--- config.mk ---
export PLATFORM = sky130hd
export DESIGN_NAME = timer_counter_ctrl
export DESIGN_NICKNAME = d
export VERILOG_FILES = /design/src/timer_counter_pkg.sv /design/src/source_tick_gen.sv /design/src/timer_counter_ctrl.sv
export SDC_FILE = /design/constraint.sdc
export NUM_CORES = 1
export LEC_CHECK = 0
export ABC_AREA = 1
export BUFFER_PORTS_ARGS = -buffer_cell sky130_fd_sc_hd__buf_2
export CORE_ASPECT_RATIO = 1.1
export CORE_MARGIN = 2
export CORE_UTILIZATION = 60
export DETAILED_ROUTE_END_ITERATION = 8
export PLACE_DENSITY = 0.83
export SYNTH_ARGS = -nofsm -noshare
export SYNTH_HDL_FRONTEND = slang
export SYNTH_HIERARCHICAL = 1
export SYNTH_SLANG_ARGS = --single-unit
--- constraint.sdc ---
create_clock -name clk -period 3.3 [get_ports clk]
set_clock_uncertainty 0.2 [all_clocks]
set_input_delay 0.33 -clock clk [delete_from_list [all_inputs] [get_ports clk]]
set_output_delay 0.33 -clock clk [all_outputs]
set_load 0.05 [all_outputs]
--- src/timer_counter_pkg.sv ---
// package: register map, field layout and constants for the 16-bit timer counter
// Contract
// - timer mode counts on selected source clock (divider tap or external pin); match with A interrupts and clears.
// - two-bit mode field selects timer/trigger, window, pulse width, pulse output.
// - source codes other than 11 select divider taps; 11 selects external pin.
// - timer register writes held in shadow, applied at source clock after upper byte.
// - entering stop mode forces start field to 00 and halts counter.
// - while auto-capture is enabled and timer mode is running, counter copies into B every source clock.
package timer_counter_pkg;
    // ========================================
    // register byte addresses
    localparam logic [7:0] ADDR_CONTROL  = 8'h00;
    localparam logic [7:0] ADDR_COMPA    = 8'h04;
    localparam logic [7:0] ADDR_COMPB    = 8'h08;
    localparam logic [7:0] ADDR_STATUS   = 8'h0C;
    localparam logic [7:0] ADDR_MASK     = 8'h10;
    localparam logic [7:0] ADDR_COUNT    = 8'h14;
    // ========================================
    // control fields and reset values
    localparam int          MODE_LSB     = 0;
    localparam int          CLK_LSB      = 2;
    localparam int          START_LSB    = 4;
    localparam int          CAP_BIT      = 6;
    localparam int          TFF_BIT      = 7;
    localparam logic [1:0]  START_OFF    = 2'h0;
    localparam logic [1:0]  CLK_EXT      = 2'h3;
    localparam logic [1:0]  MODE_TIMER   = 2'h0;
    localparam logic [1:0]  MODE_PULSE   = 2'h3;
    localparam logic [7:0]  CONTROL_RST  = 8'h00;
    localparam logic [15:0] TREG_RST     = 16'hFFFF;
    // divider taps: counts of clk cycles per source tick (plain defaults)
    localparam logic [11:0] TAP0_DIV     = 12'h800;
    localparam logic [11:0] TAP1_DIV     = 12'h080;
    localparam logic [11:0] TAP2_DIV     = 12'h008;
    localparam logic [11:0] TAP_SLOW_DIV = 12'h008;

    typedef struct packed {
        logic       tff;
        logic       capEn;
        logic [1:0] start;
        logic [1:0] clkSel;
        logic [1:0] mode;
    } control_t;

    typedef struct packed {
        logic [15:0] value;
        logic        pending;
    } treg_t;
endpackage : timer_counter_pkg

--- src/source_tick_gen.sv ---
// module: source clock tick generator (divider taps or external pin edge)
`timescale 1ns/100ps
module source_tick_gen (
    input  wire logic       clk,       // system clock
    input  wire logic       rst_n,     // sync reset, low
    input  wire logic [1:0] clkSel,    // source select code
    input  wire logic       slowMode,  // low-frequency system clock active
    input  wire logic       extPin,    // external input pin, asynchronous
    output logic            tick       // one-cycle source clock pulse
);
    typedef struct packed {
        logic [11:0] div;
        logic [2:0]  sync;
        logic        tick;
    } tick_state_t;

    tick_state_t st;
    tick_state_t next_st;
    logic [11:0] limit;

    // ========================================
    // tap selection and divider
    always_comb begin
        next_st = st;
        if (slowMode) begin
            limit = timer_counter_pkg::TAP_SLOW_DIV;
        end else if (clkSel == 2'h0) begin
            limit = timer_counter_pkg::TAP0_DIV;
        end else if (clkSel == 2'h1) begin
            limit = timer_counter_pkg::TAP1_DIV;
        end else begin
            limit = timer_counter_pkg::TAP2_DIV;
        end
        next_st.sync = {st.sync[1:0], extPin};
        next_st.div  = (st.div >= limit - 12'h001) ? 12'h000 : st.div + 12'h001;
        if (clkSel == timer_counter_pkg::CLK_EXT) begin
            next_st.tick = st.sync[1] & ~st.sync[2];  // rising edge, after sync pair
        end else begin
            next_st.tick = (st.div >= limit - 12'h001);
        end
    end

    // ========================================
    always_ff @(posedge clk) begin
        if (!rst_n) begin
            st <= '0;
        end else begin
            st <= next_st;
        end
    end

    assign tick = st.tick;
endmodule : source_tick_gen

--- src/timer_counter_ctrl.sv ---
// module: 16-bit timer counter with APB registers and match interrupt
`timescale 1ns/100ps
module timer_counter_ctrl (
    input  wire logic        clk,       // 40 MHz system clock
    input  wire logic        rst_n,     // sync reset, low
    input  wire logic        psel,      // apb select
    input  wire logic        penable,   // apb access phase
    input  wire logic        pwrite,    // apb direction
    input  wire logic [7:0]  paddr,     // apb byte address
    input  wire logic [31:0] pwdata,    // apb write data
    input  wire logic [3:0]  pstrb,     // apb byte strobes
    output logic             pready,    // apb ready
    output logic [31:0]      prdata,    // apb read data
    output logic             pslverr,   // apb error
    input  wire logic        extPin,    // external input pin
    input  wire logic        slowMode,  // low-frequency clock active
    input  wire logic        stopEntry, // pulse: entering stop mode
    output logic             irq        // level interrupt
);
    typedef struct packed {
        timer_counter_pkg::control_t ctl;
        timer_counter_pkg::treg_t    regA;
        timer_counter_pkg::treg_t    regB;
        logic [15:0]                 activeA;
        logic [15:0]                 activeB;
        logic [15:0]                 count;
        logic                        status;
        logic                        mask;
        logic [31:0]                 rdata;
        logic                        stopSeen;
    } state_t;

    state_t st;
    state_t next_st;
    logic   tick;
    logic   stopSync;
    logic   wrEn;
    logic   rdEn;
    logic   match;
    logic   running;

    source_tick_gen source_tick_gen_inst (
        .clk      (clk),
        .rst_n    (rst_n),
        .clkSel   (st.ctl.clkSel),
        .slowMode (slowMode),
        .extPin   (extPin),
        .tick     (tick)
    );

    // ========================================
    // apb access decode; single wait-free answer
    assign wrEn    = psel & penable & pwrite;
    assign rdEn    = psel & ~penable & ~pwrite;
    assign pready  = 1'b1;
    assign prdata  = st.rdata;
    assign pslverr = 1'b0;
    assign stopSync = stopEntry;
    assign running = (st.ctl.start != timer_counter_pkg::START_OFF);
    assign match   = running && (st.count == st.activeA);

    function automatic logic [31:0] readMux(input state_t s, input logic [7:0] a);
        logic [31:0] r;
        r = 32'h0000_0000;
        if (a == timer_counter_pkg::ADDR_CONTROL) begin
            r = {24'h000000, s.ctl};
        end else if (a == timer_counter_pkg::ADDR_COMPA) begin
            r = {16'h0000, s.activeA};
        end else if (a == timer_counter_pkg::ADDR_COMPB) begin
            r = {16'h0000, s.activeB};
        end else if (a == timer_counter_pkg::ADDR_STATUS) begin
            r = {31'h00000000, s.status};
        end else if (a == timer_counter_pkg::ADDR_MASK) begin
            r = {31'h00000000, s.mask};
        end else if (a == timer_counter_pkg::ADDR_COUNT) begin
            r = {16'h0000, s.count};
        end
        return r;
    endfunction : readMux

    // lower byte writes only stage; upper byte arms the shadow
    function automatic timer_counter_pkg::treg_t byteWrite(
        input timer_counter_pkg::treg_t r, input logic [31:0] d, input logic [3:0] s);
        timer_counter_pkg::treg_t o;
        o = r;
        if (s[0]) begin
            o.value[7:0] = d[7:0];
        end
        if (s[1]) begin
            o.value[15:8] = d[15:8];
            o.pending     = 1'b1;
        end
        return o;
    endfunction : byteWrite

    // ========================================
    // next-state logic
    always_comb begin
        next_st = st;
        // shadows go live on the first source tick after the upper byte;
        // applied before the bus write so a same-cycle upper write stays armed
        if (tick && st.regA.pending) begin
            next_st.activeA      = st.regA.value;
            next_st.regA.pending = 1'b0;
        end
        if (tick && st.regB.pending) begin
            next_st.activeB      = st.regB.value;
            next_st.regB.pending = 1'b0;
        end
        if (rdEn) begin
            next_st.rdata = readMux(st, paddr);
        end
        if (wrEn) begin
            if (paddr == timer_counter_pkg::ADDR_CONTROL && pstrb[0]) begin
                next_st.ctl = timer_counter_pkg::control_t'(pwdata[7:0]);
            end else if (paddr == timer_counter_pkg::ADDR_COMPA) begin
                next_st.regA = byteWrite(next_st.regA, pwdata, pstrb);
            end else if (paddr == timer_counter_pkg::ADDR_COMPB
                         && st.ctl.mode == timer_counter_pkg::MODE_PULSE) begin
                next_st.regB = byteWrite(next_st.regB, pwdata, pstrb);  // write gate
            end else if (paddr == timer_counter_pkg::ADDR_STATUS && pstrb[0]) begin
                next_st.status = st.status & ~pwdata[0];
            end else if (paddr == timer_counter_pkg::ADDR_MASK && pstrb[0]) begin
                next_st.mask = pwdata[0];
            end
        end
        // counter
        if (!running) begin
            next_st.count = 16'h0000;
        end else if (tick && st.ctl.mode == timer_counter_pkg::MODE_TIMER) begin
            if (match) begin
                next_st.count  = 16'h0000;
            end else begin
                next_st.count = st.count + 16'h0001;
            end
            if (st.ctl.capEn) begin
                next_st.activeB = st.count;
            end
        end
        // set wins over a same-cycle clear
        if (tick && match && st.ctl.mode == timer_counter_pkg::MODE_TIMER) begin
            next_st.status = 1'b1;
        end
        // stop entry overrides any start written in the same cycle
        next_st.stopSeen = stopSync;
        if (stopSync && !st.stopSeen) begin
            next_st.ctl.start = timer_counter_pkg::START_OFF;
            next_st.count     = 16'h0000;
        end
    end

    // ========================================
    always_ff @(posedge clk) begin
        if (!rst_n) begin
            st         <= '0;
            st.ctl     <= timer_counter_pkg::CONTROL_RST;
            st.regA    <= {timer_counter_pkg::TREG_RST, 1'b0};
            st.regB    <= {timer_counter_pkg::TREG_RST, 1'b0};
            st.activeA <= timer_counter_pkg::TREG_RST;
            st.activeB <= timer_counter_pkg::TREG_RST;
        end else begin
            st <= next_st;
        end
    end

    assign irq = st.status & st.mask;

    // ========================================
    // checks: counter and interrupt
    a_match_sets_status: assert property (@(posedge clk) disable iff (!rst_n)
        tick && match && st.ctl.mode == timer_counter_pkg::MODE_TIMER |=> st.status)
        else $error("match did not set status");
    a_match_clears_count: assert property (@(posedge clk) disable iff (!rst_n)
        tick && match && !stopSync && st.ctl.mode == timer_counter_pkg::MODE_TIMER
        |=> st.count == 16'h0000)
        else $error("match did not clear counter");
    a_count_steps_up: assert property (@(posedge clk) disable iff (!rst_n)
        tick && running && !match && !stopSync && st.ctl.mode == 2'h0
        && !(wrEn && paddr == timer_counter_pkg::ADDR_CONTROL)
        |=> st.count == $past(st.count) + 16'h0001)
        else $error("counter did not increment");
    a_idle_holds_zero: assert property (@(posedge clk) disable iff (!rst_n)
        !running |=> st.count == 16'h0000)
        else $error("stopped counter not clear");
    a_stop_clears_start: assert property (@(posedge clk) disable iff (!rst_n)
        stopSync && !st.stopSeen |=> st.ctl.start == 2'h0)
        else $error("stop entry left timer started");
    a_irq_follows: assert property (@(posedge clk) disable iff (!rst_n)
        tick && match && st.ctl.mode == timer_counter_pkg::MODE_TIMER && st.mask
        && !(wrEn && paddr == timer_counter_pkg::ADDR_MASK) |=> irq)
        else $error("unmasked match did not raise interrupt");
    a_status_clears: assert property (@(posedge clk) disable iff (!rst_n)
        wrEn && paddr == timer_counter_pkg::ADDR_STATUS && pstrb[0] && pwdata[0]
        && !(tick && match) |=> !st.status)
        else $error("status bit not cleared by write");
    // checks: source tick, shadows and capture
    a_tick_one_cycle: assert property (@(posedge clk) disable iff (!rst_n)
        tick && st.ctl.clkSel != timer_counter_pkg::CLK_EXT |=> !tick)
        else $error("divider tick longer than one cycle");
    a_shadow_waits_tick: assert property (@(posedge clk) disable iff (!rst_n)
        !tick |=> st.activeA == $past(st.activeA))
        else $error("compare A changed without source tick");
    a_upper_arms_shadow: assert property (@(posedge clk) disable iff (!rst_n)
        wrEn && paddr == timer_counter_pkg::ADDR_COMPA && pstrb[1] |=> st.regA.pending)
        else $error("upper byte write did not arm the shadow");
    a_low_byte_stages: assert property (@(posedge clk) disable iff (!rst_n)
        wrEn && paddr == timer_counter_pkg::ADDR_COMPA && pstrb == 4'h1
        && !st.regA.pending |=> !st.regA.pending)
        else $error("lower byte write armed the shadow");
    a_b_write_gated: assert property (@(posedge clk) disable iff (!rst_n)
        wrEn && paddr == timer_counter_pkg::ADDR_COMPB
        && st.ctl.mode != timer_counter_pkg::MODE_PULSE |=> $stable(st.regB.value))
        else $error("register b written outside pulse mode");
    a_capture_copies: assert property (@(posedge clk) disable iff (!rst_n)
        tick && running && st.ctl.capEn && st.ctl.mode == 2'h0
        |=> st.activeB == $past(st.count))
        else $error("capture missed counter value");

    c_match_seen:   cover property (@(posedge clk) disable iff (!rst_n) tick && match);
    c_irq_raised:   cover property (@(posedge clk) disable iff (!rst_n) $rose(irq));
    c_stop_entry:   cover property (@(posedge clk) disable iff (!rst_n) stopSync && running);
    c_capture_on:   cover property (@(posedge clk) disable iff (!rst_n) tick && st.ctl.capEn);
    c_shadow_live:  cover property (@(posedge clk) disable iff (!rst_n) tick && st.regA.pending);
endmodule : timer_counter_ctrl

==> out/summary.json, run 1 <==
{
  "final_critical_path_setup_slack": {"value": 896, "unit": "ps"},
  "root_buffer": {"value": "sky130_fd_sc_hd__clkbuf_16"},
  "die_x": {"value": 103, "unit": "um"},
  "initial_core_util": {"value": 0.622},
  "final_setup_violating_endpoints": {"value": 0},
  "synthesis.area_per_instance": {"value": 6.90, "unit": "um^2"},
  "post-route-util": {"value": 0.700},
  "run_status": {"value": "completed"},
  "cellInternalPower": {"value": 2.70, "unit": "mW"},
  "hold_class": {"value": "input port to flop"},
  "finalHoldViolations": {"value": 0},
  "pre_cts_slack": {"value": 828, "unit": "ps"},
  "area_growth": {"value": 12.7, "unit": "%"},
  "postRouteAntennaNets": {"value": 0},
  "maximum_number_of_pins_on_one_net_before_global_route_repair": {"value": 78},
  "yosys_warnings": {"value": 6},
  "numCtsBuffers": {"value": 17},
  "clk-insertion-delay-late": {"value": 430, "unit": "ps"},
  "yosys_register_bits": {"value": 125},
  "clk_pin_slew": {"value": 60, "unit": "ps"},
  "cts_tree": {"value": "done"},
  "leading_cell_types_in_the_layout_fill_and_taps_excluded": {"value": "246 x sky130_fd_sc_hd__nand2_1, 125 x sky130_fd_sc_hd__dfxtp_1, 110 x sky130_fd_sc_hd__nand3_1"},
  "min_period_over_period": {"value": 0.728},
  "dp_hpwl": {"value": 12.2, "unit": "mm"},
  "clockBufferDepth": {"value": 2},
  "first_pass_drt_iterations": {"value": 8},
  "cp_data_required_time": {"value": 3450, "unit": "ps"},
  "layout-drive-gt1-share": {"value": 0.125},
  "clock_tree.htree_level_count": {"value": 4},
  "route.vias.total": {"value": 6373},
  "combinationalPowerShare": {"value": 0.048},
  "global_route.usage.total": {"value": 0.312},
  "synthDistinctLibCells": {"value": 39},
  "boundaryPins": {"value": 87},
  "switching_share": {"value": 0.251},
  "timing.setup.tns": {"value": 0, "unit": "ps"},
  "clockPowerShare": {"value": 0.530},
  "drv.max_cap_violation_count": {"value": 0},
  "cts.repair.resized": {"value": 0},
  "gp_congestion": {"value": 0.935},
  "fp-row-count": {"value": 39},
  "tightestPinTransition": {"value": 860, "unit": "ps"},
  "dieArea": {"value": 11700, "unit": "um^2"},
  "core": {"value": 10500, "unit": "um^2"},
  "drt_iter0_drc": {"value": 637},
  "grt_setup_unrepaired": {"value": "false"},
  "viasPerCell": {"value": 5.62},
  "drc": {"value": 0},
  "die_h": {"value": 113, "unit": "um"},
  "routed_wire_length_per_instance": {"value": 15.5, "unit": "um"},
  "worstPathMaxFanout": {"value": 12},
  "synth.yosys.seq_area_share": {"value": 0.384},
  "cp_data_arrival_time": {"value": 2550, "unit": "ps"},
  "clkSinkCount": {"value": 125},
  "start_kind": {"value": "flop"},
  "grt_pass1_vias": {"value": 5867},
  "syn-cell-area": {"value": 6520, "unit": "um^2"},
  "numPortBuffers": {"value": 50},
  "worst_ir_drop_vdd": {"value": 0.335, "unit": "mV"},
  "power_leakage": {"value": 3.22, "unit": "nW"},
  "cts.repair_timing.setup_buffer_count": {"value": 0},
  "postSynthCellCount": {"value": 945},
  "timing.final.crit_period": {"value": 2400, "unit": "ps"},
  "post_synthesis_async_set_or_reset_flop_share": {"value": 0},
  "grt_overflow": {"value": 0},
  "synthFlopType": {"value": "sky130_fd_sc_hd__dfxtp_1"},
  "grt_pass1_wl": {"value": 28.1, "unit": "mm"},
  "slew-limit-headroom": {"value": 0.426},
  "layout.nets": {"value": 1041},
  "criticalPathCategory": {"value": "flop to flop"},
  "synth_enable_flop_cells": {"value": 0},
  "final_instance_area": {"value": 7350, "unit": "um^2"},
  "max_freq": {"value": 0.416, "unit": "GHz"},
  "p_seq_frac": {"value": 0.422},
  "most_frequent_standard_cell_in_the_layout_excluding_fill_and_tap_cells": {"value": "sky130_fd_sc_hd__nand2_1"},
  "powerDensity": {"value": 490, "unit": "nW/um^2"},
  "report.final.slew_viol_count": {"value": 0},
  "switching_power": {"value": 905, "unit": "uW"},
  "number_of_antenna_violations_at_the_first_check_in_global_routing": {"value": 0},
  "totalPowerFinal": {"value": 3.60, "unit": "mW"},
  "placed_cell_area": {"value": 6640, "unit": "um^2"},
  "worst_setup_path_end_kind": {"value": "flop"},
  "postCtsHoldBufs": {"value": 11},
  "finalWirelength": {"value": 17.6, "unit": "mm"},
  "diodes": {"value": 0}
}
[critical path, stage by stage, from the launching register on]
cell and delay (ps):
sky130_fd_sc_hd__dfxtp_1 330, sky130_fd_sc_hd__or2_2 350, sky130_fd_sc_hd__or2_2 330, sky130_fd_sc_hd__ha_1 280, sky130_fd_sc_hd__nand2_1 80, sky130_fd_sc_hd__inv_1 50, sky130_fd_sc_hd__a21oi_2 170, sky130_fd_sc_hd__nand4_2 320
sky130_fd_sc_hd__nor2_1 200
[per-layer routing]
layer	vias up	part of all wire	GRT usage
li1	3103	-	-
met1	2901	0.40	0.375
met2	305	0.48	0.521
met3	64	0.076	0.0698
met4	0	0.043	0.151
met5	-	0	0
[per-stage QoR]
stage	hold slack (ps)	std cells
2_1_floorplan	190	961
3_3_place_gp	202	1091
3_5_place_dp	199	1091
4_1_cts	1.16	1134
5_1_grt	10.2	1134
6_report	3.91	1134
[cell type report]
cell class | count | area, um^2
sequential | 125 | 2500
timing repair buffer | 69 | 420
inverter | 93 | 349
multi-input combinational | 672 | 3300
clock inverter | 15 | 175
clock buffer | 17 | 425
tap | 143 | 179
fill | 902 | 3140
[Yosys cell counts (2+ instances only)]
master                     count  area [um^2]
sky130_fd_sc_hd__a21oi_1      61          305
sky130_fd_sc_hd__buf_2        17         85.1
sky130_fd_sc_hd__buf_4        37          278
sky130_fd_sc_hd__clkbuf_1     16         60.1
sky130_fd_sc_hd__conb_1        3         11.3
sky130_fd_sc_hd__dfxtp_1     125         2500
sky130_fd_sc_hd__ha_1         11          138
sky130_fd_sc_hd__inv_1        88          330
sky130_fd_sc_hd__inv_2         5         18.8
sky130_fd_sc_hd__nand2_1     246          923
sky130_fd_sc_hd__nand2_2       9         56.3
sky130_fd_sc_hd__nand3_1     110          551
sky130_fd_sc_hd__nand3b_1      3         22.5
sky130_fd_sc_hd__nand4_1      22          138
sky130_fd_sc_hd__nor2_1       93          349
sky130_fd_sc_hd__nor2_2        5         31.3
sky130_fd_sc_hd__nor2_4        3         33.8
sky130_fd_sc_hd__nor3_1       10         50.1
sky130_fd_sc_hd__nor3_4        3         48.8
sky130_fd_sc_hd__o211ai_1     15          113
sky130_fd_sc_hd__o21a_1        2         15.0
sky130_fd_sc_hd__o21ai_0      18         90.1
sky130_fd_sc_hd__o21ai_1       3         15.0
sky130_fd_sc_hd__o311ai_0     16          140
sky130_fd_sc_hd__or2_2         3         18.8
sky130_fd_sc_hd__xnor2_1       4         35.0
sky130_fd_sc_hd__xor2_1        5         43.8
[power by group through the flow]
stage	Sequential, mW	Clock [mW]	Combinational, mW
after floorplan	1.55	0	0.131
after global placement	1.55	0	0.158
after detailed placement	1.55	0	0.159
after CTS	1.52	1.91	0.170
after global routing	1.52	1.98	0.188
final	1.52	1.91	0.173
[final timing paths]
check                                                                 from                                         end  slack (ps)  cells past startpoint
worst max-delay path                                  st[120]$_SDFFE_PN0P_       source_tick_gen_inst/st[5]$_SDFF_PP0_         900                      8
worst min-delay path                                             pwdata[6]                        st[107]$_SDFFE_PN1P_           4                      3
worst max register to register                        st[120]$_SDFFE_PN0P_       source_tick_gen_inst/st[5]$_SDFF_PP0_         900                      8
worst min register to register  source_tick_gen_inst/next_st[2]$_SDFF_PN0_  source_tick_gen_inst/next_st[3]$_SDFF_PN0_         210                      2
[cells by family after synthesis]
kind of cell / Yosys count / share of synthesized area
simple gates: 514 / 0.351
buf+inv: 164 / 0.120
other cells: 3 / 0.00173
xor+xnor: 9 / 0.0121
compound gates: 119 / 0.110
fa+ha+maj: 11 / 0.0211
flops: 125 / 0.384
[state kept, by name (all words and copies together) (netlist names)]
register and count:
prdata 16, source_tick_gen_inst/next_st 2, source_tick_gen_inst/st 13, source_tick_gen_inst/tick 1, st 93
Note: power is estimated with default switching activity, not from simulation.
==> inputs of run 2 (changes only) <==
Settings changed: ABC_AREA 1 to 0, CORE_UTILIZATION 60 to 52, PLACE_DENSITY 0.83 to 0.76.
Clock period 3.3 ns to 2.1 ns, I/O delays scaled along.
==> run 2 against run 1 <==
The flow now finishes with violations (setup timing). Hold slack gained 74 ps. Total power up 56%. Fmax grew 5.8%. Flip-flop and latch count unchanged.
==> out/summary.json, run 2 <==
{
  "drc": {"value": 0, "change": "unchanged"},
  "synthesis.area_per_instance": {"value": 8.25, "unit": "um^2", "change": "+19%"},
  "yosys.area.top_type_share": {"value": 0.402, "change": "+0.0188"},
  "synth-adder-area-share": {"value": 0.0221, "change": "+0.00103"},
  "muxShareOfSynthArea": {"value": 0.0596, "change": "+0.0596"},
  "p_seq_frac": {"value": 0.426, "change": "+0.004"},
  "clock_tree.htree_level_count": {"value": 4, "change": "unchanged"},
  "dp.cells": {"value": 941, "change": "-14%"},
  "run_status": {"value": "finished with violations"},
  "final_critical_path_setup_slack": {"value": -171, "unit": "ps", "change": "-1070 ps"},
  "synthFlopType": {"value": "sky130_fd_sc_hd__dfxtp_1"},
  "worst_setup_path_end_kind": {"value": "flop"},
  "initial_core_util": {"value": 0.536, "change": "-0.0853"},
  "worstPathMaxFanout": {"value": 4, "change": "-8"},
  "viasPerCell": {"value": 5.77, "change": "+2.8%"},
  "largest_family_of_logic_cells_by_synthesized_area": {"value": "simple AND/OR/NAND/NOR gates"},
  "combinationalPowerShare": {"value": 0.057, "change": "+0.009"},
  "criticalPathCategory": {"value": "flop to flop"},
  "timing.setup.tns": {"value": -1460, "unit": "ps", "change": "-1460 ps"},
  "clkSinkCount": {"value": 125, "change": "unchanged"},
  "synth_xor_area_frac": {"value": 0.0535, "change": "+0.0414"},
  "drt_iter0_drc": {"value": 495, "change": "-22%"},
  "drv.max_cap_violation_count": {"value": 0, "change": "unchanged"},
  "netlist_top_cells_area": {"value": "sky130_fd_sc_hd__dfxtp_1 40%, sky130_fd_sc_hd__nand2_1 8.1%, sky130_fd_sc_hd__mux2i_1 6.0%"},
  "finish.cell_count_without_fillers": {"value": 995, "change": "-12%"},
  "top_register_by_number_of_flip_flops": {"value": "st"},
  "diodes": {"value": 0, "change": "unchanged"},
  "hold_class": {"value": "input port to flop"},
  "routed_wire_length_per_instance": {"value": 17.2, "unit": "um", "change": "+11%"},
  "yosys_register_bits": {"value": 125, "change": "unchanged"},
  "fp-row-count": {"value": 41, "change": "+5.1%"},
  "postRouteAntennaNets": {"value": 0, "change": "unchanged"},
  "worst_ir_drop_vdd": {"value": 0.423, "unit": "mV", "change": "+26%"},
  "global_route.usage.total": {"value": 0.269, "change": "-0.0432"},
  "cp_data_arrival_time": {"value": 2390, "unit": "ps", "change": "-160 ps"},
  "synth_enable_flop_cells": {"value": 0, "change": "unchanged"},
  "most_instantiated_library_cell_after_synthesis": {"value": "sky130_fd_sc_hd__nand2_1"},
  "switching_power": {"value": 1.27, "unit": "mW", "change": "+41%"},
  "max_freq": {"value": 0.440, "unit": "GHz", "change": "+5.8%"},
  "cellInternalPower": {"value": 4.34, "unit": "mW", "change": "+61%"},
  "start_kind": {"value": "flop"},
  "powerDensity": {"value": 731, "unit": "nW/um^2", "change": "+49%"},
  "synthDistinctLibCells": {"value": 58, "change": "+49%"},
  "ff_latch_area": {"value": 2500, "unit": "um^2", "change": "about the same"},
  "r2r.worst_path.cells": {"value": 6, "change": "-2"},
  "power_leakage": {"value": 3.09, "unit": "nW", "change": "-4.2%"},
  "post_synthesis_async_set_or_reset_flop_share": {"value": 0, "change": "unchanged"},
  "core": {"value": 11600, "unit": "um^2", "change": "+11%"},
  "layout-drive-gt1-share": {"value": 0.199, "change": "+0.0737"},
  "grt_pass1_wl": {"value": 27.2, "unit": "mm", "change": "-3.3%"},
  "layout.nets": {"value": 895, "change": "-14%"},
  "slew-limit-headroom": {"value": 0.456, "change": "+0.0302"},
  "clockPowerShare": {"value": 0.517, "change": "-0.013"},
  "multiInputGateArea": {"value": 3420, "unit": "um^2", "change": "+3.6%"},
  "number_of_antenna_violations_at_the_first_check_in_global_routing": {"value": 0, "change": "unchanged"},
  "grt_pass1_vias": {"value": 5444, "change": "-7.2%"},
  "gp_congestion": {"value": 0.923, "change": "-1.4%"},
  "clockBufferDepth": {"value": 2, "change": "unchanged"},
  "synth.top_cells.by_count": {"value": "134 x sky130_fd_sc_hd__nand2_1, 125 x sky130_fd_sc_hd__dfxtp_1, 60 x sky130_fd_sc_hd__nor2_1, 42 x sky130_fd_sc_hd__clkbuf_1, 37 x sky130_fd_sc_hd__mux2i_1"},
  "cts_tree": {"value": "done"},
  "cp_data_required_time": {"value": 2220, "unit": "ps", "change": "-1230 ps"},
  "violations": {"value": "setup timing"},
  "area_growth": {"value": 23.3, "unit": "%"},
  "route.vias.total": {"value": 5746, "change": "-9.8%"},
  "first_pass_drt_iterations": {"value": 5, "change": "-3"},
  "yosys_warnings": {"value": 6, "change": "unchanged"},
  "finalWirelength": {"value": 17.1, "unit": "mm", "change": "-2.8%"},
  "timing.hold.worst_path_depth": {"value": 5, "change": "+2"},
  "synth.largest_area_cell": {"value": "sky130_fd_sc_hd__dfxtp_1"},
  "switching_share": {"value": 0.227, "change": "-0.0243"},
  "boundaryPins": {"value": 87, "change": "unchanged"},
  "min_period_over_period": {"value": 1.08, "change": "+0.353"},
  "clk-insertion-delay-late": {"value": 410, "unit": "ps", "change": "-20 ps"},
  "leading_cell_types_in_the_layout_fill_and_taps_excluded": {"value": "134 x sky130_fd_sc_hd__nand2_1, 124 x sky130_fd_sc_hd__dfxtp_1, 59 x sky130_fd_sc_hd__nor2_1"},
  "fillerInstances": {"value": 944, "change": "+4.7%"},
  "simple_gate_fraction_of_synth_area": {"value": 0.243, "change": "-0.108"},
  "maximum_number_of_pins_on_one_net_before_global_route_repair": {"value": 66, "change": "-15%"},
  "final_instance_area": {"value": 7670, "unit": "um^2", "change": "+4.3%"},
  "syn-cell-area": {"value": 6220, "unit": "um^2", "change": "-4.7%"},
  "finalHoldWorstSlack": {"value": 78.2, "unit": "ps", "change": "+74.3 ps"},
  "postSynthCellCount": {"value": 754, "change": "-20%"},
  "numPortBuffers": {"value": 50, "change": "unchanged"},
  "dieArea": {"value": 12900, "unit": "um^2", "change": "+9.6%"},
  "finalHoldViolations": {"value": 0, "change": "unchanged"},
  "grt_setup_unrepaired": {"value": "true"},
  "die_x": {"value": 108, "unit": "um", "change": "+4.7%"},
  "most_frequent_standard_cell_in_the_layout_excluding_fill_and_tap_cells": {"value": "sky130_fd_sc_hd__nand2_1"},
  "synth.yosys.seq_area_share": {"value": 0.402, "change": "+0.0188"},
  "synth_compound_gate_area_share": {"value": 0.133, "change": "+0.0231"},
  "clk_pin_slew": {"value": 50, "unit": "ps", "change": "about the same"},
  "placed_cell_area": {"value": 6810, "unit": "um^2", "change": "+2.5%"},
  "final_setup_violating_endpoints": {"value": 13, "change": "+13"},
  "report.final.slew_viol_count": {"value": 0, "change": "unchanged"},
  "largest_register_ff_count": {"value": 93, "change": "unchanged"},
  "root_buffer": {"value": "sky130_fd_sc_hd__clkbuf_16"},
  "die_h": {"value": 119, "unit": "um", "change": "+4.7%"},
  "dp_hpwl": {"value": 11.7, "unit": "mm", "change": "-3.8%"},
  "numCtsBuffers": {"value": 17, "change": "unchanged"},
  "grt_overflow": {"value": 0, "change": "unchanged"},
  "tightestPinTransition": {"value": 812, "unit": "ps", "change": "-47.9 ps"},
  "timing.final.crit_period": {"value": 2270, "unit": "ps", "change": "-133 ps"}
}
[run 2: cell types whose count changed in the layout (fill, tap and decap cells not counted), moves of 18 or more]
cell | before | now
sky130_fd_sc_hd__a211oi_1 | 0 | 30
sky130_fd_sc_hd__a21oi_1 | 61 | 21
sky130_fd_sc_hd__and3_1 | 0 | 18
sky130_fd_sc_hd__buf_4 | 8 | 56
sky130_fd_sc_hd__inv_1 | 88 | 10
sky130_fd_sc_hd__mux2i_1 | 0 | 37
sky130_fd_sc_hd__nand2_1 | 246 | 134
sky130_fd_sc_hd__nand3_1 | 110 | 34
sky130_fd_sc_hd__nor2_1 | 93 | 59
sky130_fd_sc_hd__xnor2_1 | 4 | 31
[run 2: metal layers]
| layer | wire length, um | up-vias | global-route usage |
|---|---|---|---|
| li1 | - | 2729 | - |
| met1 | 7160 | 2703 | 0.356 |
| met2 | 8180 | 286 | 0.434 |
| met3 | 1430 | 28 | 0.0552 |
| met4 | 297 | 0 | 0.0921 |
| met5 | 0 | - | 0 |
[run 2: cells by family (layout without fill, tap and decap cells)]
group,Yosys count,after routing
simple gates,317,317
compound gates,125,126
fa+ha+maj,11,11
buf+inv,98,172
flops,125,125
mux,37,37
other cells,3,19
xor+xnor,38,38
[run 2: area by class of cell]
cell class                 count  area share
multi-input combinational    548       0.445
sequential                   125       0.327
timing repair buffer         129       0.121
clock buffer                  23      0.0623
tap                          150      0.0245
clock inverter                 9      0.0144
inverter                      11     0.00539
[run 2: critical path, cell delays in order (launching register included)]
cell and delay, ps:
sky130_fd_sc_hd__dfxtp_1 340, sky130_fd_sc_hd__or3_4 410, sky130_fd_sc_hd__ha_4 270, sky130_fd_sc_hd__nand2_1 70
sky130_fd_sc_hd__or4_4 600, sky130_fd_sc_hd__o211a_1 170, sky130_fd_sc_hd__o32ai_2 110
[run 2: path summary, 6_finish.rpt]
kind | from | endpoint | slack, ps
worst max-delay path | st[120]$_SDFFE_PN0P_ | source_tick_gen_inst/tick$_SDFF_PN0_ | -170
worst min-delay path | paddr[7] | prdata[0]$_SDFFE_PN0P_ | 80
worst max register to register | st[120]$_SDFFE_PN0P_ | source_tick_gen_inst/tick$_SDFF_PN0_ | -170
worst min register to register | source_tick_gen_inst/next_st[2]$_SDFF_PN0_ | source_tick_gen_inst/next_st[3]$_SDFF_PN0_ | 260
[run 2: timing repair]
action,4_1_cts,5_1_grt
resized for setup,2,5
pin swaps,3,2
hold endpoints to repair,47,0
setup endpoints to repair,13,13
cloned,1,0
buffers inserted,1,0
hold buffers,20,0
[run 2: power groups by stage]
stage / combinational, mW / clock (mW) / sequential, mW
global placement: 0.273 / 0 / 2.44
global route: 0.344 / 3.03 / 2.39
floorplan: 0.211 / 0 / 2.44
detailed placement: 0.279 / 0 / 2.44
finish: 0.321 / 2.90 / 2.39
CTS: 0.313 / 2.92 / 2.39
[run 2: per-stage QoR]
stage          worst slack [ps]  power [mW]  utilization
6_report                   -171        5.61        0.661
2_1_floorplan              -138        2.65            -
5_1_grt                    -227        5.77        0.661
3_5_place_dp               -196        2.72        0.587
3_3_place_gp               -120        2.71        0.587
4_1_cts                    -141        5.62        0.658
==> inputs of run 3 (changes only) <==
Settings changed: CELL_PAD_IN_SITES_DETAIL_PLACEMENT set to 0, CELL_PAD_IN_SITES_GLOBAL_PLACEMENT set to 1, CORE_UTILIZATION 52 to 39, PLACE_DENSITY 0.76 to not set, PLACE_DENSITY_LB_ADDON set to 0.1.
==> run 3 against run 2 <==
The run still ends with setup timing left. Non-clock buffer count is 4 lower. Wire length is 8.4% higher. Utilization decreased by 16 points. Cell area rose by 1.6%. First-iteration DRC count fell by 38%. Largest power group unchanged. Sequential share of layout area is 0.51 points lower. Combinational power rose by 4%. Critical path type unchanged. Clock power up 9.3%. Total power rose by 5.1%. Flip-flop and latch count unchanged. Sequential power barely moved.
==> out/summary.json, run 3 (synthesis results as in run 2) <==
{
  "run_status": {"value": "finished with violations"},
  "violations": {"value": "setup timing"},
  "start_kind": {"value": "flop"},
  "die_h": {"value": 136, "unit": "um", "change": "+15%"},
  "grt_pass1_vias": {"value": 5383, "change": "-1.1%"},
  "postRouteAntennaNets": {"value": 0, "change": "unchanged"},
  "initial_core_util": {"value": 0.397, "change": "-0.140"},
  "crit_start": {"value": "st[119]$_SDFFE_PN0P_"},
  "worstPathMaxFanout": {"value": 6, "change": "+2"},
  "powerDensity": {"value": 756, "unit": "nW/um^2", "change": "+3.4%"},
  "worst_setup_path_end_kind": {"value": "flop"},
  "numCtsBuffers": {"value": 17, "change": "unchanged"},
  "finalHoldWorstSlack": {"value": 72.8, "unit": "ps", "change": "-5.34 ps"},
  "totalPowerFinal": {"value": 5.89, "unit": "mW", "change": "+5.1%"},
  "root_buffer": {"value": "sky130_fd_sc_hd__clkbuf_16"},
  "fillerInstances": {"value": 1514, "change": "+60%"},
  "worst_ir_drop_vdd": {"value": 0.548, "unit": "mV", "change": "+30%"},
  "route.vias.total": {"value": 5575, "change": "-3.0%"},
  "clock_tree.htree_level_count": {"value": 4, "change": "unchanged"},
  "core": {"value": 15700, "unit": "um^2", "change": "+35%"},
  "report.final.slew_viol_count": {"value": 0, "change": "unchanged"},
  "grt_pass1_wl": {"value": 29.2, "unit": "mm", "change": "+7.2%"},
  "dp_hpwl": {"value": 13.1, "unit": "mm", "change": "+12%"},
  "ff_latch_area": {"value": 2500, "unit": "um^2", "change": "unchanged"},
  "dieArea": {"value": 17000, "unit": "um^2", "change": "+32%"},
  "grt_setup_unrepaired": {"value": "true"},
  "boundaryPins": {"value": 87, "change": "unchanged"},
  "clk-insertion-delay-late": {"value": 420, "unit": "ps", "change": "about the same"},
  "first_pass_drt_iterations": {"value": 5, "change": "unchanged"},
  "final_critical_path_setup_slack": {"value": -126, "unit": "ps", "change": "+45.1 ps"},
  "diodes": {"value": 0, "change": "unchanged"},
  "finalWirelength": {"value": 18.5, "unit": "mm", "change": "+8.4%"},
  "area_growth": {"value": 25.3, "unit": "%"},
  "fp-row-count": {"value": 48, "change": "+17%"},
  "drc": {"value": 0, "change": "unchanged"},
  "criticalPathCategory": {"value": "flop to flop"},
  "maximum_number_of_pins_on_one_net_before_global_route_repair": {"value": 75, "change": "+14%"},
  "hold_class": {"value": "input port to flop"},
  "multiInputGateArea": {"value": 3420, "unit": "um^2", "change": "about the same"},
  "clockBufferDepth": {"value": 2, "change": "unchanged"},
  "die_x": {"value": 124, "unit": "um", "change": "+15%"},
  "timing.final.crit_period": {"value": 2230, "unit": "ps", "change": "-45.1 ps"},
  "power_leakage": {"value": 3.12, "unit": "nW", "change": "+0.96%"},
  "grt_overflow": {"value": 0, "change": "unchanged"},
  "routed_wire_length_per_instance": {"value": 17.8, "unit": "um", "change": "+3.7%"},
  "gp_congestion": {"value": 0.855, "change": "-7.3%"},
  "min_period_over_period": {"value": 1.06, "change": "-0.0215"},
  "layout-drive-gt1-share": {"value": 0.199, "change": "about the same"},
  "cp_data_arrival_time": {"value": 2320, "unit": "ps", "change": "-70 ps"},
  "max_freq": {"value": 0.449, "unit": "GHz", "change": "+2.0%"},
  "drt_iter0_drc": {"value": 308, "change": "-38%"},
  "leading_cell_types_in_the_layout_fill_and_taps_excluded": {"value": "134 x sky130_fd_sc_hd__nand2_1, 124 x sky130_fd_sc_hd__dfxtp_1, 60 x sky130_fd_sc_hd__nor2_1"},
  "finalHoldViolations": {"value": 0, "change": "unchanged"},
  "slew-limit-headroom": {"value": 0.482, "change": "+0.0258"},
  "cp_data_required_time": {"value": 2200, "unit": "ps", "change": "-20 ps"},
  "numPortBuffers": {"value": 50, "change": "unchanged"},
  "most_frequent_standard_cell_in_the_layout_excluding_fill_and_tap_cells": {"value": "sky130_fd_sc_hd__nand2_1"},
  "cts.repair_timing.setup_buffer_count": {"value": 0, "change": "-1"},
  "global_route.usage.total": {"value": 0.220, "change": "-0.0486"},
  "final_setup_violating_endpoints": {"value": 13, "change": "unchanged"},
  "hp-start": {"value": "paddr[5]"},
  "clk_pin_slew": {"value": 60, "unit": "ps", "change": "about the same"},
  "tightestPinTransition": {"value": 774, "unit": "ps", "change": "-38.0 ps"},
  "number_of_antenna_violations_at_the_first_check_in_global_routing": {"value": 0, "change": "unchanged"},
  "top_register_by_number_of_flip_flops": {"value": "st"},
  "largest_register_ff_count": {"value": 93, "change": "unchanged"},
  "viasPerCell": {"value": 5.36, "change": "-7.2%"},
  "drv.max_cap_violation_count": {"value": 0, "change": "unchanged"},
  "timing.rr.start": {"value": "st[119]$_SDFFE_PN0P_"},
  "layout.nets": {"value": 891, "change": "-0.45%"},
  "post-route-util": {"value": 0.497, "change": "-0.164"},
  "clkSinkCount": {"value": 125, "change": "unchanged"},
  "cts_tree": {"value": "done"}
}
[run 3: cell count changes in the layout (fill, tap and decap cells not counted), sizes merged]
cell,delta
clkbuf,-2
clkinv,+1
dlygate4sd3,-1
bufinv,+2
clkinvlp,-2
buf,-3
[run 3: final timing paths]
path | to | slack [ps] | depth (start not counted)
worst max-delay path | source_tick_gen_inst/st[15]$_SDFF_PP0_ | -130 | 6
worst min-delay path | prdata[0]$_SDFFE_PN0P_ | 70 | 5
worst max register to register | source_tick_gen_inst/st[15]$_SDFF_PP0_ | -130 | 6
worst min register to register | source_tick_gen_inst/tick$_SDFF_PN0_ | 250 | 1
[run 3: what timing repair did]
item,4_1_cts,5_1_grt
endpoints found under the setup margin,13,13
cloned,1,0
hold buffers,19,0
pin swaps,3,2
endpoints found under the hold margin,44,0
gates resized for setup,3,3
[run 3: per-layer routing]
metal	share of wire	global-route usage	up-vias
met5	0	0	-
met4	0.021	0.0774	0
met3	0.052	0.0602	28
met2	0.49	0.378	141
met1	0.44	0.267	2687
li1	-	-	2719
[run 3: area by class of cell]
| class | count | area share |
|---|---|---|
| flip-flops and latches | 125 | 0.321 |
| clock buffers | 21 | 0.0617 |
| clock inverters | 10 | 0.0206 |
| multi-input cells | 548 | 0.439 |
| inverters | 11 | 0.00530 |
| well taps | 200 | 0.0321 |
| repair buffers | 125 | 0.120 |
[run 3: report_power, final]
part / switching (mW) / internal (mW) / total (mW)
combinational: 0.222 / 0.112 / 0.334
clock: 1.07 / 2.10 / 3.17
sequential: 0.00703 / 2.38 / 2.39
[run 3: metrics by stage]
step	instances	area [um^2]	setup TNS, ps	setup slack [ps]
finish	1040	7790	-1400	-126
global route	1040	7790	-2330	-198
CTS	1040	7760	-1500	-136
detailed placement	989	6900	-2780	-163
global placement	989	6900	-2040	-132
floorplan	770	6350	-1460	-138
[run 3: worst max-delay path: stages, from the launching register on]
cell and delay [ps]:
sky130_fd_sc_hd__dfxtp_2 320, sky130_fd_sc_hd__or3_4 410, sky130_fd_sc_hd__ha_4 300, sky130_fd_sc_hd__nand4_4 100, sky130_fd_sc_hd__or4_4 540, sky130_fd_sc_hd__o2111ai_4 140, sky130_fd_sc_hd__nor2_1 80
